### config.mk
export PLATFORM = sky130hd
export DESIGN_NAME = ncp_port
export DESIGN_NICKNAME = d
export VERILOG_FILES = /design/src/ncp_pkg.sv /design/src/ncp_pacer.sv /design/src/ncp_port.sv /design/src/ncp_sel_decode.sv
export VERILOG_INCLUDE_DIRS = /design/src /design/src/src
export SDC_FILE = /design/constraint.sdc
export NUM_CORES = 1
export LEC_CHECK = 0
export ABC_CLOCK_PERIOD_IN_PS = 7600
export BUFFER_PORTS_ARGS = -buffer_cell sky130_fd_sc_hd__buf_2
export CELL_PAD_IN_SITES_DETAIL_PLACEMENT = 0
export CELL_PAD_IN_SITES_GLOBAL_PLACEMENT = 2
export CORE_MARGIN = 4
export CORE_UTILIZATION = 31
export DETAILED_ROUTE_END_ITERATION = 6
export PLACE_DENSITY_LB_ADDON = 0.1
export REMOVE_ABC_BUFFERS = 1
export SYNTH_ARGS = -nofsm -noshare
export SYNTH_HDL_FRONTEND = slang
export SYNTH_SLANG_ARGS = --single-unit
### constraint.sdc
create_clock -name sys_clk -period 7.6 [get_ports sys_clk]
set_input_delay 1.14 -clock sys_clk [delete_from_list [all_inputs] [get_ports sys_clk]]
set_output_delay 1.14 -clock sys_clk [all_outputs]
set_load 0.03 [all_outputs]
### src/ncp_consts.svh
/*
  Constants for the numerics coprocessor port: port addresses, pacing,
  trap vector and idle bus value.
  Assumes inclusion by bare name from the design files.
*/
`ifndef NCP_CONSTS_SVH
`define NCP_CONSTS_SVH

// ----------------------------------------------------------------------
// coprocessor i/o ports, one 16-bit word each
// ----------------------------------------------------------------------
`define NCP_PORT_OPCODE 16'h00f8
`define NCP_PORT_DATA 16'h00fa
`define NCP_PORT_POINTER 16'h00fc
`define NCP_PORT_RESULT 16'h00fe
`define NCP_PORT_FIRST 16'h00f8
`define NCP_PORT_LAST 16'h00fe

// ----------------------------------------------------------------------
// timing and vectors
// ----------------------------------------------------------------------
`define NCP_MIN_XFER_CLKS 5'h11
`define NCP_ERR_VECTOR 8'h10

// ----------------------------------------------------------------------
// reset values
// ----------------------------------------------------------------------
// bus idle: all strobes and selects high, data not driven
`define NCP_BUS_IDLE 39'h00_0000_003b
`define NCP_WAIT_ZERO 4'h0

`endif

### src/ncp_pkg.sv
/*
  Types shared by the numerics coprocessor port modules.
  Assumes ncp_consts.svh supplies the numeric constants.
*/
package ncp_pkg;

  // ----------------------------------------------------------------------
  // sequencer states
  // ----------------------------------------------------------------------
  typedef enum logic [3:0] {
    S_IDLE   = 4'h0,
    S_ERRCHK = 4'h1,
    S_STAT   = 4'h2,
    S_PTR    = 4'h3,
    S_OPER   = 4'h4,
    S_BUS    = 4'h5,
    S_DONE   = 4'h6
  } ncp_state_t;

  // ----------------------------------------------------------------------
  // one numerics instruction from the execution unit
  // ----------------------------------------------------------------------
  typedef struct packed {
    logic [15:0] opcode;
    logic [15:0] pointer;
    logic [3:0] words;
    logic store;
    logic ptr_write;
    logic locked;
  } ncp_req_t;

  // ----------------------------------------------------------------------
  // local bus outputs of one i/o cycle
  // ----------------------------------------------------------------------
  typedef struct packed {
    logic [15:0] addr;
    logic [15:0] wdata;
    logic data_oe;
    logic rd_n;
    logic wr_n;
    logic den_n;
    logic dt_r;
    logic gcs_n;
    logic sel_n;
  } ncp_bus_t;

endpackage : ncp_pkg

### src/ncp_pacer.sv
/*
  Spacing timer for operand transfers: after a start, ready stays low
  until MIN_CLKS clocks have passed.
  Assumes start is a one-cycle pulse from the sequencer.
*/
`timescale 1ns/10ps
`include "ncp_consts.svh"

module ncp_pacer #(
  parameter logic [4:0] MIN_CLKS = `NCP_MIN_XFER_CLKS
) (
  // clock and reset
  input wire logic sys_clk,
  input wire logic nrst,
  // control
  input wire logic start,
  output logic ready
);

  logic [4:0] count;

  // load on start, then run down to zero
  always_ff @(posedge sys_clk or negedge nrst) begin
    if (!nrst) begin
      count <= 5'h00;
    end else if (start) begin
      count <= MIN_CLKS - 5'h01;
    end else if (count != 5'h00) begin
      count <= count - 5'h01;
    end
  end

  assign ready = (count == 5'h00);

endmodule : ncp_pacer

### src/ncp_port.sv
/*
  Processor-side numerics coprocessor port: sequences opcode write,
  opcode status read, pointer write and paced operand transfers as
  ordinary i/o cycles on the local bus, with hold and peripheral sharing,
  bus lock and error trapping.
  Assumes synchronous inputs, an external coprocessor on the local bus
  and an execution unit that presents one instruction at a time.
*/
// Functional notes
// - all coprocessor traffic uses dedicated 16-bit i/o ports
// - opcode is written to port f8 before any operand transfer
// - coprocessor returns an opcode status word, read from port fe
// - processor does all memory moves; each transfer spaced at least 17 clocks
// - f8 opcode/status, fa data, fc pointers write-only, fe status read-only
// - trap bit clear and no coprocessor gives undefined results
// - coprocessor cycles drive control pins like any i/o cycle
// - each coprocessor cycle ends only on bus ready; the port also ends it on chip-select ready if cs_ext_ready_ignored
// - general chip-select covering the ports goes active on them
// - numerics select asserts only on coprocessor port accesses
// - refresh and dma may use the bus between coprocessor cycles
// - hold masters may take the bus between cycles, without time limit
// - a locked numerics instruction keeps bus lock for its whole length
// - error input sampled at start of each numerics instruction
// - active error gives interrupt type 16 instead of the instruction
// - select, busy, operand request, error share pins with chip-selects
// - coprocessor seen at reset end selects enhanced mode pin functions
`timescale 1ns/10ps
`include "ncp_consts.svh"

module ncp_port (
  // clock and reset
  input wire logic sys_clk,
  input wire logic nrst,
  // instruction request from the execution unit
  input wire logic req_valid,
  input wire ncp_pkg::ncp_req_t req,
  output logic req_ready,
  output logic done,
  // operand words
  input wire logic [15:0] op_wdata,
  input wire logic op_wvalid,
  output logic op_wtaken,
  output logic [15:0] op_rdata,
  output logic op_rvalid,
  output logic [15:0] opcode_status,
  output logic status_valid,
  // traps
  input wire logic numerics_trap_bit,
  output logic err_trap,
  output logic escape_trap,
  output logic [7:0] trap_vector,
  // chip-select programming
  input wire logic [15:0] cs_base,
  input wire logic [15:0] cs_top,
  input wire logic [3:0] cs_waits,
  input wire logic cs_ext_ready_ignored,
  // coprocessor handshake and shared pin
  input wire logic cop_present,
  input wire logic operand_request,
  input wire logic error_n,
  input wire logic midrange_select_three_n,
  output logic numerics_select_n,
  output logic enhanced,
  // local bus
  output ncp_pkg::ncp_bus_t bus,
  input wire logic [15:0] io_rdata,
  input wire logic ext_ready,
  output logic bus_lock_n,
  // bus sharing
  input wire logic hold,
  output logic hlda,
  input wire logic periph_req,
  output logic periph_grant
);

  // ----------------------------------------------------------------------
  // state
  // ----------------------------------------------------------------------
  ncp_pkg::ncp_state_t state;
  ncp_pkg::ncp_state_t next_state;
  ncp_pkg::ncp_state_t after;
  ncp_pkg::ncp_state_t launch_after;
  ncp_pkg::ncp_req_t req_q;
  ncp_pkg::ncp_bus_t next_bus;
  logic [3:0] words_left;
  logic [3:0] wait_cnt;
  logic strap_taken;
  logic accept;
  logic can_launch;
  logic oper_ok;
  logic launch_go;
  logic launch_wr;
  logic data_launch;
  logic [15:0] launch_addr;
  logic [15:0] launch_wdata;
  logic cop_hit;
  logic cs_hit;
  logic pace_ready;
  logic ready_now;
  logic bus_done;
  logic trap_now;
  logic err_now;

  // ----------------------------------------------------------------------
  // launch decode
  // ----------------------------------------------------------------------
  // hold is refused under lock; refresh/dma still slip in between cycles
  // bus free between cycles
  assign can_launch = !hlda && !periph_grant && !periph_req && (!bus_lock_n || !hold);
  assign oper_ok = (words_left != 4'h0) && (operand_request || !enhanced) &&
                   pace_ready && (req_q.store || op_wvalid);
  assign trap_now = (state == ncp_pkg::S_ERRCHK) && numerics_trap_bit;
  assign err_now = (state == ncp_pkg::S_ERRCHK) && !numerics_trap_bit && !error_n;
  assign launch_go = can_launch && (
    (state == ncp_pkg::S_ERRCHK && !numerics_trap_bit && error_n) ||
    (state == ncp_pkg::S_STAT) ||
    (state == ncp_pkg::S_PTR && req_q.ptr_write) ||
    (state == ncp_pkg::S_OPER && oper_ok));
  assign data_launch = launch_go && (state == ncp_pkg::S_OPER);

  assign launch_addr = (state == ncp_pkg::S_ERRCHK) ? `NCP_PORT_OPCODE :
                       (state == ncp_pkg::S_STAT) ? `NCP_PORT_RESULT :
                       (state == ncp_pkg::S_PTR) ? `NCP_PORT_POINTER : `NCP_PORT_DATA;
  assign launch_wr = (state != ncp_pkg::S_STAT) &&
                     !(state == ncp_pkg::S_OPER && req_q.store);
  assign launch_wdata = (state == ncp_pkg::S_ERRCHK) ? req_q.opcode :
                        (state == ncp_pkg::S_PTR) ? req_q.pointer : op_wdata;
  assign launch_after = (state == ncp_pkg::S_ERRCHK) ? ncp_pkg::S_STAT :
                        (state == ncp_pkg::S_STAT) ? ncp_pkg::S_PTR : ncp_pkg::S_OPER;
  assign accept = req_valid && req_ready && !hlda;

  ncp_sel_decode u_decode (
    .addr(launch_addr),
    .cs_base(cs_base),
    .cs_top(cs_top),
    .cop_hit(cop_hit),
    .cs_hit(cs_hit)
  );

  ncp_pacer u_pacer (
    .sys_clk(sys_clk),
    .nrst(nrst),
    .start(data_launch),
    .ready(pace_ready)
  );

  // build the outputs of a normal i/o cycle, strobes asserted at once
  function automatic ncp_pkg::ncp_bus_t make_cycle(input logic [15:0] a,
      input logic [15:0] d, input logic wr, input logic cs, input logic cop);
    ncp_pkg::ncp_bus_t b;
    b = ncp_pkg::ncp_bus_t'(`NCP_BUS_IDLE);
    b.addr = a;
    b.wdata = wr ? d : 16'h0000;
    b.data_oe = wr;
    b.rd_n = wr;
    b.wr_n = !wr;
    b.den_n = 1'b0;
    b.dt_r = wr;
    b.gcs_n = !cs;
    b.sel_n = !cop;
    make_cycle = b;
  endfunction : make_cycle

  assign ready_now = ext_ready ||
                     (!bus.gcs_n && cs_ext_ready_ignored && (wait_cnt >= cs_waits));
  assign bus_done = (state == ncp_pkg::S_BUS) && ready_now;
  assign next_bus = launch_go ? make_cycle(launch_addr, launch_wdata, launch_wr,
                                           cs_hit, cop_hit) :
                    bus_done ? ncp_pkg::ncp_bus_t'(`NCP_BUS_IDLE) : bus;

  // ----------------------------------------------------------------------
  // sequencer
  // ----------------------------------------------------------------------
  always_comb begin
    next_state = state;
    unique case (state)
      ncp_pkg::S_IDLE: begin
        if (accept) next_state = ncp_pkg::S_ERRCHK;
      end
      ncp_pkg::S_ERRCHK: begin
        if (trap_now || err_now) next_state = ncp_pkg::S_IDLE;
        else if (launch_go) next_state = ncp_pkg::S_BUS;
      end
      ncp_pkg::S_STAT: begin
        if (launch_go) next_state = ncp_pkg::S_BUS;
      end
      ncp_pkg::S_PTR: begin
        if (!req_q.ptr_write) next_state = ncp_pkg::S_OPER;
        else if (launch_go) next_state = ncp_pkg::S_BUS;
      end
      ncp_pkg::S_OPER: begin
        if (words_left == 4'h0) next_state = ncp_pkg::S_DONE;
        else if (launch_go) next_state = ncp_pkg::S_BUS;
      end
      ncp_pkg::S_BUS: begin
        if (bus_done) next_state = after;
      end
      ncp_pkg::S_DONE: begin
        next_state = ncp_pkg::S_IDLE;
      end
      default: next_state = ncp_pkg::S_IDLE;
    endcase
  end

  // state, request copy and word count
  always_ff @(posedge sys_clk or negedge nrst) begin
    if (!nrst) begin
      state <= ncp_pkg::S_IDLE;
      after <= ncp_pkg::S_IDLE;
      req_q <= '0;
      words_left <= 4'h0;
    end else begin
      state <= next_state;
      if (launch_go) after <= launch_after;
      if (accept) req_q <= req;
      if (accept) words_left <= req.words;
      else if (data_launch) words_left <= words_left - 4'h1;
    end
  end

  // bus outputs and wait-state count
  always_ff @(posedge sys_clk or negedge nrst) begin
    if (!nrst) begin
      bus <= ncp_pkg::ncp_bus_t'(`NCP_BUS_IDLE);
      wait_cnt <= `NCP_WAIT_ZERO;
    end else begin
      bus <= next_bus;
      wait_cnt <= launch_go ? `NCP_WAIT_ZERO : wait_cnt + 4'h1;
    end
  end

  always_ff @(posedge sys_clk or negedge nrst) begin
    if (!nrst) begin
      numerics_select_n <= 1'b1;
    end else begin
      numerics_select_n <= enhanced ? next_bus.sel_n : midrange_select_three_n;
    end
  end

  // strap caught on the first edge after reset release, never by reset itself
  // enhanced mode at reset
  always_ff @(posedge sys_clk or negedge nrst) begin
    if (!nrst) begin
      strap_taken <= 1'b0;
      enhanced <= 1'b0;
    end else if (!strap_taken) begin
      strap_taken <= 1'b1;
      enhanced <= cop_present;
    end
  end

  always_ff @(posedge sys_clk or negedge nrst) begin
    if (!nrst) begin
      bus_lock_n <= 1'b1;
    end else if (accept) begin
      bus_lock_n <= !req.locked;
    end else if (next_state == ncp_pkg::S_IDLE) begin
      bus_lock_n <= 1'b1;
    end
  end

  // grants only between cycles; hold never while locked
  // hold handshake
  always_ff @(posedge sys_clk or negedge nrst) begin
    if (!nrst) begin
      hlda <= 1'b0;
      periph_grant <= 1'b0;
    end else begin
      hlda <= hold && (hlda || (bus_lock_n && !accept && state != ncp_pkg::S_BUS));
      periph_grant <= periph_req && (periph_grant || (state != ncp_pkg::S_BUS && !launch_go));
    end
  end

  // handshakes and results toward the execution unit
  always_ff @(posedge sys_clk or negedge nrst) begin
    if (!nrst) begin
      req_ready <= 1'b0;
      done <= 1'b0;
      op_wtaken <= 1'b0;
      op_rdata <= 16'h0000;
      op_rvalid <= 1'b0;
      opcode_status <= 16'h0000;
      status_valid <= 1'b0;
    end else begin
      req_ready <= (next_state == ncp_pkg::S_IDLE);
      done <= (state == ncp_pkg::S_DONE);
      op_wtaken <= data_launch && !req_q.store;
      status_valid <= bus_done && (after == ncp_pkg::S_PTR);
      if (bus_done && after == ncp_pkg::S_PTR) opcode_status <= io_rdata;
      op_rvalid <= bus_done && (bus.addr == `NCP_PORT_DATA) && bus.wr_n;
      if (bus_done && bus.addr == `NCP_PORT_DATA && bus.wr_n) op_rdata <= io_rdata;
    end
  end

  always_ff @(posedge sys_clk or negedge nrst) begin
    if (!nrst) begin
      err_trap <= 1'b0;
      escape_trap <= 1'b0;
      trap_vector <= 8'h00;
    end else begin
      err_trap <= err_now;
      escape_trap <= trap_now;
      if (err_now) trap_vector <= `NCP_ERR_VECTOR;
    end
  end

  logic opc_seen;
  logic stat_seen;
  logic [4:0] gap;
  always_ff @(posedge sys_clk or negedge nrst) begin
    if (!nrst) begin
      opc_seen <= 1'b0;
      stat_seen <= 1'b0;
      gap <= 5'h1f;
    end else begin
      opc_seen <= !accept && (opc_seen || (launch_go && state == ncp_pkg::S_ERRCHK));
      stat_seen <= !accept && (stat_seen || status_valid);
      gap <= data_launch ? 5'h01 : ((gap == 5'h1f) ? gap : gap + 5'h01);
    end
  end
endmodule : ncp_port

### src/ncp_sel_decode.sv
/*
  Address decode for a coprocessor bus cycle: numerics port hit and
  general chip-select range hit.
  Assumes a stable address from the sequencer; pure combinational.
*/
`timescale 1ns/10ps
`include "ncp_consts.svh"

module ncp_sel_decode (
  // cycle address
  input wire logic [15:0] addr,
  // programmed chip-select range, inclusive
  input wire logic [15:0] cs_base,
  input wire logic [15:0] cs_top,
  // decode results
  output logic cop_hit,
  output logic cs_hit
);

  // inclusive range test, shared by both decodes
  function automatic logic in_span(input logic [15:0] a, input logic [15:0] lo,
                                   input logic [15:0] hi);
    in_span = (a >= lo) && (a <= hi);
  endfunction : in_span

  // the numerics select only ever answers the even coprocessor ports
  assign cop_hit = in_span(addr, `NCP_PORT_FIRST, `NCP_PORT_LAST) && !addr[0];
  assign cs_hit = in_span(addr, cs_base, cs_top);

endmodule : ncp_sel_decode

==> results of run 1 <==
-- cells in the mapped netlist, drive strengths merged (3+ instances only) --
master    n  area share
a21oi    24       0.021
a22o     18       0.028
and3      3      0.0033
buf      31       0.038
clkbuf   15      0.0098
dfrtp   118        0.52
dfstp     7       0.032
ha       12       0.026
inv      16       0.010
mux2     35       0.069
mux2i    16       0.028
nand2   115       0.075
nand2b    4      0.0044
nand3     6      0.0052
nor2     41       0.027
nor2b     9      0.0098
nor3      8      0.0079
nor3b     3      0.0048
nor4      6      0.0066
o21ai     6      0.0052
or2       3      0.0033
xnor2     6      0.0092
xor2      3      0.0046
-- cells by family (layout without fill, tap and decap cells) --
group	after synthesis	in the layout	synth area share
xor+xnor	9	9	0.0138
other cells	2	18	0.00131
flops	125	125	0.548
fa+ha+maj	12	12	0.0262
buf+inv	62	246	0.0586
compound gates	69	69	0.0877
simple gates	210	210	0.167
mux	51	51	0.0969
-- worst max-delay path by stage --
stage                                               end  cells past startpoint
after global routing       opcode_status[3]$_DFFE_PN0P_                      9
after CTS                  opcode_status[4]$_DFFE_PN0P_                      8
final                      opcode_status[2]$_DFFE_PN0P_                      9
after global placement    opcode_status[11]$_DFFE_PN0P_                      8
after floorplan            opcode_status[0]$_DFFE_PN0P_                      8
after detailed placement   opcode_status[3]$_DFFE_PN0P_                      9
-- worst max-delay path: cells and delay by family --
family,cells,cell delay [ps]
AND/OR/NAND/NOR,2,1460
multiplexers,1,580
AO/OA/AOI/OAI,3,450
adder cells (fa/ha/maj),1,290
buffers and inverters,2,110
-- where the power goes --
| group | internal (mW) | leakage [nW] | total [mW] | switching [mW] |
|---|---|---|---|---|
| clock network | 0.448 | 0.262 | 0.751 | 0.303 |
| logic | 0.130 | 2.02 | 0.328 | 0.198 |
| registers | 0.759 | 1.61 | 0.822 | 0.0631 |
-- per-layer routing --
layer	part of all wire	track usage
met5	0.0024	0
met4	0.015	0.0391
met3	0.083	0.0529
met2	0.46	0.230
met1	0.44	0.190
-- cell type report --
cell class	instances	area share
multi-input cells	369	0.315
inverters	16	0.00816
repair buffers	198	0.136
clock buffers	18	0.0583
clock inverters	14	0.0168
flip-flops and latches	125	0.426
well taps	229	0.0389
-- flip-flops by register name, summed over array words and instances (netlist names), 3 cells and up --
signal         count
after              3
bus               25
op_rdata          16
opcode_status     16
req_q             34
state              4
u_pacer.count      5
wait_cnt           4
words_left         4
-- metrics by stage --
| stage | power (mW) | cells | worst slack [ps] |
|---|---|---|---|
| global placement | 1.16 | 937 | 3500 |
| CTS | 1.93 | 969 | 3750 |
| floorplan | 1.04 | 510 | 4190 |
| global route | 2.02 | 969 | 3540 |
| detailed placement | 1.17 | 937 | 3320 |
| finish | 1.90 | 969 | 3840 |
==> results.yml, run 1 <==
worst_setup_path:
  slowest_stage: "nand4_1"
  reg2reg_depth: 7
  cp_slowest_stage_delay_ps: 870
  crit_path_start_kind: "input pin"
  critPathLaunch: "cs_waits[2]"
  crit_required_ps: 7890
  timing.rr.end: "bus[19]$_DFFE_PN0P_"
  arrival_ps: 4050
  reg2reg_slack_ps: 3980
  worstPathCellList: "buf_2, inv_1, ha_1, a21o_1, a31oi_1, o21ai_0, nor2b_1, nand4_1, mux2_2"
  r2r-start: "state[0]$_DFF_PN0_"
  crit_fanout: 17
  worstSetupPathType: "in -> reg"
  cp-end-kind: "flop"
floorplan:
  die_h_um: 144
  io_pins: 211
  start_util: 0.316
  dieWidth_um: 144
  num_rows: 49
  die-area_mm2: 0.0207
  core-area_mm2: 0.0181
sta:
  finalCritPeriodShare: 0.495
  rsz0062_at_grt: "no"
  fin_setup_tns_ps: 0
  report.final.slew_viol_count: 0
  fin_skew_ps: 8.69
  max_slew_margin: 0.302
  layout_min_cycle_time_ps: 3760
  max_freq_mhz: 266
  worstMarginPinSlew_ps: 1050
  finalSetupViolations: 0
  final-hold-violation-count: 0
  fin_hold_ws_ps: 473
global_routing:
  grt_max_degree: 79
  antenna_found_initial: 4
  grt_pass1_wl_mm: 23.6
  grt_overflow: 0
  grt_pass1_vias: 4564
  globalRouteTotalUtil: 0.146
cts:
  clockBufferDepth: 2
  cts_made_buffers: 17
  cts_tree: "yes"
  path_clk_slew_ps: 60
  cts_max_level: 4
  postCtsHoldBufs: 0
  post_cts_buffers: 0
  cts.sinks: 125
  ctsResizeCount: 0
  cts_root_buffer: "clkbuf_16"
  clock_latency_ps: 410
synthesis:
  syn_avg_cell_area_um2: 10.6
  yosys_register_bits: 125
  synthFlopType: "dfrtp_1"
  synth-edff-count: 0
  synth-async-reset-ratio: 1.00
  syn_area_mm2: 0.00572
  synthCells: 540
  yosysWarningCount: 0
  yosys.cell_types.count: 56
  ys_seq_area_frac: 0.548
hold_path:
  hold_start: "trap_vector[4]$_DFFE_PN0P_"
  min_path_cells: 1
  hp-class: "reg -> reg"
  min_to: "trap_vector[4]$_DFFE_PN0P_"
layout:
  most-common-layout-cells: "buf_2, dfrtp_1, nand2_1"
  drive_gt1_frac: 0.382
  diodes: 0
  area_delta_synth_final_pct: 28.6
  nFillCells: 1840
  multi_input_area_mm2: 0.00232
  nets: 859
  fin_area_mm2: 0.00736
  fin_util: 0.407
  seq_area_mm2: 0.00314
  final_common_cell: "buf_2"
power:
  peakVddDrop_uv: 169
  p_per_area_mw_per_mm2: 258
  leakagePower_nw: 3.89
place:
  placed_area_mm2: 0.00681
  gp_congestion: 0.728
  port_buffers: 194
  place_hpwl_mm: 10.6
routing:
  routedWlPerCell_um: 15.3
  dr_total_vias: 4437
  final_antenna_net_count: 0
  routed_wl_mm: 14.8
  drtIter0Drc: 136
  vias_per_cell: 4.58
  drtPass1Iterations: 4
  drc: 0
status:
  status: "complete, no violations"
flow_run:
  max_cap_viol_count: 0
No activity file was read; power rests on OpenSTA's default activity.
==> run 2, diff against run 1 <==
--- a/config.mk
+++ b/config.mk
@@ -6,12 +6,12 @@
 export SDC_FILE = /design/constraint.sdc
 export NUM_CORES = 1
 export LEC_CHECK = 0
-export ABC_CLOCK_PERIOD_IN_PS = 7600
+export ABC_CLOCK_PERIOD_IN_PS = 3800
 export BUFFER_PORTS_ARGS = -buffer_cell sky130_fd_sc_hd__buf_2
 export CELL_PAD_IN_SITES_DETAIL_PLACEMENT = 0
 export CELL_PAD_IN_SITES_GLOBAL_PLACEMENT = 2
 export CORE_MARGIN = 4
-export CORE_UTILIZATION = 31
+export CORE_UTILIZATION = 30
 export DETAILED_ROUTE_END_ITERATION = 6
 export PLACE_DENSITY_LB_ADDON = 0.1
 export REMOVE_ABC_BUFFERS = 1
==> constraint.sdc (replaced) <==
create_clock -name sys_clk -period 3.8 [get_ports sys_clk]
set_input_delay 0.57 -clock sys_clk [delete_from_list [all_inputs] [get_ports sys_clk]]
set_output_delay 0.57 -clock sys_clk [all_outputs]
set_load 0.03 [all_outputs]
==> run 2 against run 1 <==
Die area increased by 3.2%. Sequential share of layout area decreased by 0.66 points. Critical path depth unchanged. Clock skew about the same.
==> results.yml, run 2 (synthesis results as in run 1) <==
global_routing:
  grt_overflow: 0
  antenna_found_initial: 3
  grt_max_degree: 126
  globalRouteTotalUtil: 0.146
  grt_pass1_wl_mm: 24.7
  grt_pass1_vias: 4730
floorplan:
  start_util: 0.306
  num_rows: 50
  die_h_um: 146
  dieWidth_um: 146
  die-area_mm2: 0.0214
  core-area_mm2: 0.0187
  io_pins: 211
layout:
  area_delta_synth_final_pct: 30.7
  top_register: "req_q"
  final_common_cell: "buf_2"
  nets: 864
  drive_gt1_frac: 0.388
  most-common-layout-cells: "buf_2, dfrtp_1, nand2_1"
  multi_input_area_mm2: 0.00232
  largest_reg_flops: 34
  nFillCells: 1901
  diodes: 0
  biggestRegsByFlops: "req_q x34, bus x25"
  seq_area_mm2: 0.00314
worst_setup_path:
  crit_required_ps: 4090
  cp_slowest_stage_delay_ps: 740
  cp-end-kind: "flop"
  crit_family: "simple AND/OR/NAND/NOR gates"
  path_buf_inv: 2
  arrival_ps: 3480
  worstSetupPathType: "reg -> reg"
  slowest_stage: "nand4_1"
  crit_path_start_kind: "flop"
  worstPathCellList: "inv_1, ha_1, nand2b_1, a31oi_1, o21ai_0, nor2b_1, buf_4, nand4_1, mux2_2"
  crit_fanout: 17
sta:
  fin_skew_ps: 9.05
  max_slew_margin: 0.365
  report.final.slew_viol_count: 0
  max_freq_mhz: 314
  worstMarginPinSlew_ps: 949
  layout_setup_ws_ps: 617
  finalCritPeriodShare: 0.838
  layout_min_cycle_time_ps: 3180
  rsz0062_at_grt: "no"
  finalSetupViolations: 0
  fin_setup_tns_ps: 0
  final-hold-violation-count: 0
cts:
  post_cts_buffers: 0
  cts.sinks: 125
  cts_tree: "yes"
  cts_made_buffers: 17
  ctsResizeCount: 0
  cts_root_buffer: "clkbuf_16"
  cts_max_level: 4
  postCtsHoldBufs: 0
  path_clk_slew_ps: 60
  clock_latency_ps: 410
  clockBufferDepth: 2
power:
  peakVddDrop_uv: 326
  p_int_mw: 2.82
  p_switching_mw: 1.16
  seqPwrFrac: 0.413
  combPwrFrac: 0.167
  leakagePower_nw: 3.95
  clkPwrFrac: 0.420
  switching_share: 0.291
  report.power.total_mw: 3.98
  p_per_area_mw_per_mm2: 533
hold_path:
  hp-class: "in -> async"
place:
  pre_cts_ws_ps: 328
  gp_congestion: 0.750
  place_hpwl_mm: 10.7
  port_buffers: 194
routing:
  routed_wl_mm: 15.4
  vias_per_cell: 4.58
  routedWlPerCell_um: 15.7
  dr_total_vias: 4483
  drc: 0
  drtPass1Iterations: 5
  final_antenna_net_count: 0
  drtIter0Drc: 114
flow_run:
  max_cap_viol_count: 0
status:
  status: "complete, no violations"
[run 2: path summary, 6_finish.rpt]
kind                                        from                      endpoint  slack, ps  depth (start not counted)
max                        wait_cnt[0]$_DFF_PN0_  opcode_status[9]$_DFFE_PN0P_        620                          9
min                                         nrst         wait_cnt[2]$_DFF_PN0_        250                          2
max reg2reg                wait_cnt[0]$_DFF_PN0_  opcode_status[9]$_DFFE_PN0P_        620                          9
min reg2reg                 req_q[9]$_DFFE_PN0P_          req_q[9]$_DFFE_PN0P_        470                          2
max in group asynchronous                   nrst         req_q[12]$_DFFE_PN0P_       3020                          2
min in group sys_clk                     req[38]         req_q[38]$_DFFE_PN0P_        340                          3
[run 2: area by class of cell]
| type | instances | area share |
|---|---|---|
| clock inverters | 15 | 0.0251 |
| repair buffers | 203 | 0.141 |
| multi-input cells | 369 | 0.310 |
| flip-flops and latches | 125 | 0.420 |
| well taps | 234 | 0.0392 |
| clock buffers | 17 | 0.0569 |
| inverters | 16 | 0.00803 |
[run 2: layer usage]
layer	up-vias	global-route usage	wire [µm]
li1	2183	-	-
met4	6	0.0423	184
met5	-	0	34
met1	2135	0.182	6800
met2	139	0.240	7240
met3	20	0.0506	1100
[run 2: power by group through the flow]
stage / logic, mW / clock network [mW] / registers [mW]
2_1_floorplan: 0.343 / 0 / 1.74
3_3_place_gp: 0.663 / 0 / 1.66
3_5_place_dp: 0.679 / 0 / 1.67
4_1_cts: 0.680 / 1.72 / 1.65
5_1_grt: 0.756 / 1.78 / 1.67
6_report: 0.666 / 1.67 / 1.64
[run 2: per-stage QoR]
step / cells / hold slack, ps / utilization / area (µm²)
2_1_floorplan: 510 / 274 / - / 5510
3_3_place_gp: 947 / 449 / 0.367 / 6860
3_5_place_dp: 947 / 451 / 0.367 / 6860
4_1_cts: 979 / 294 / 0.400 / 7480
5_1_grt: 979 / 330 / 0.400 / 7480
6_report: 979 / 251 / 0.400 / 7480
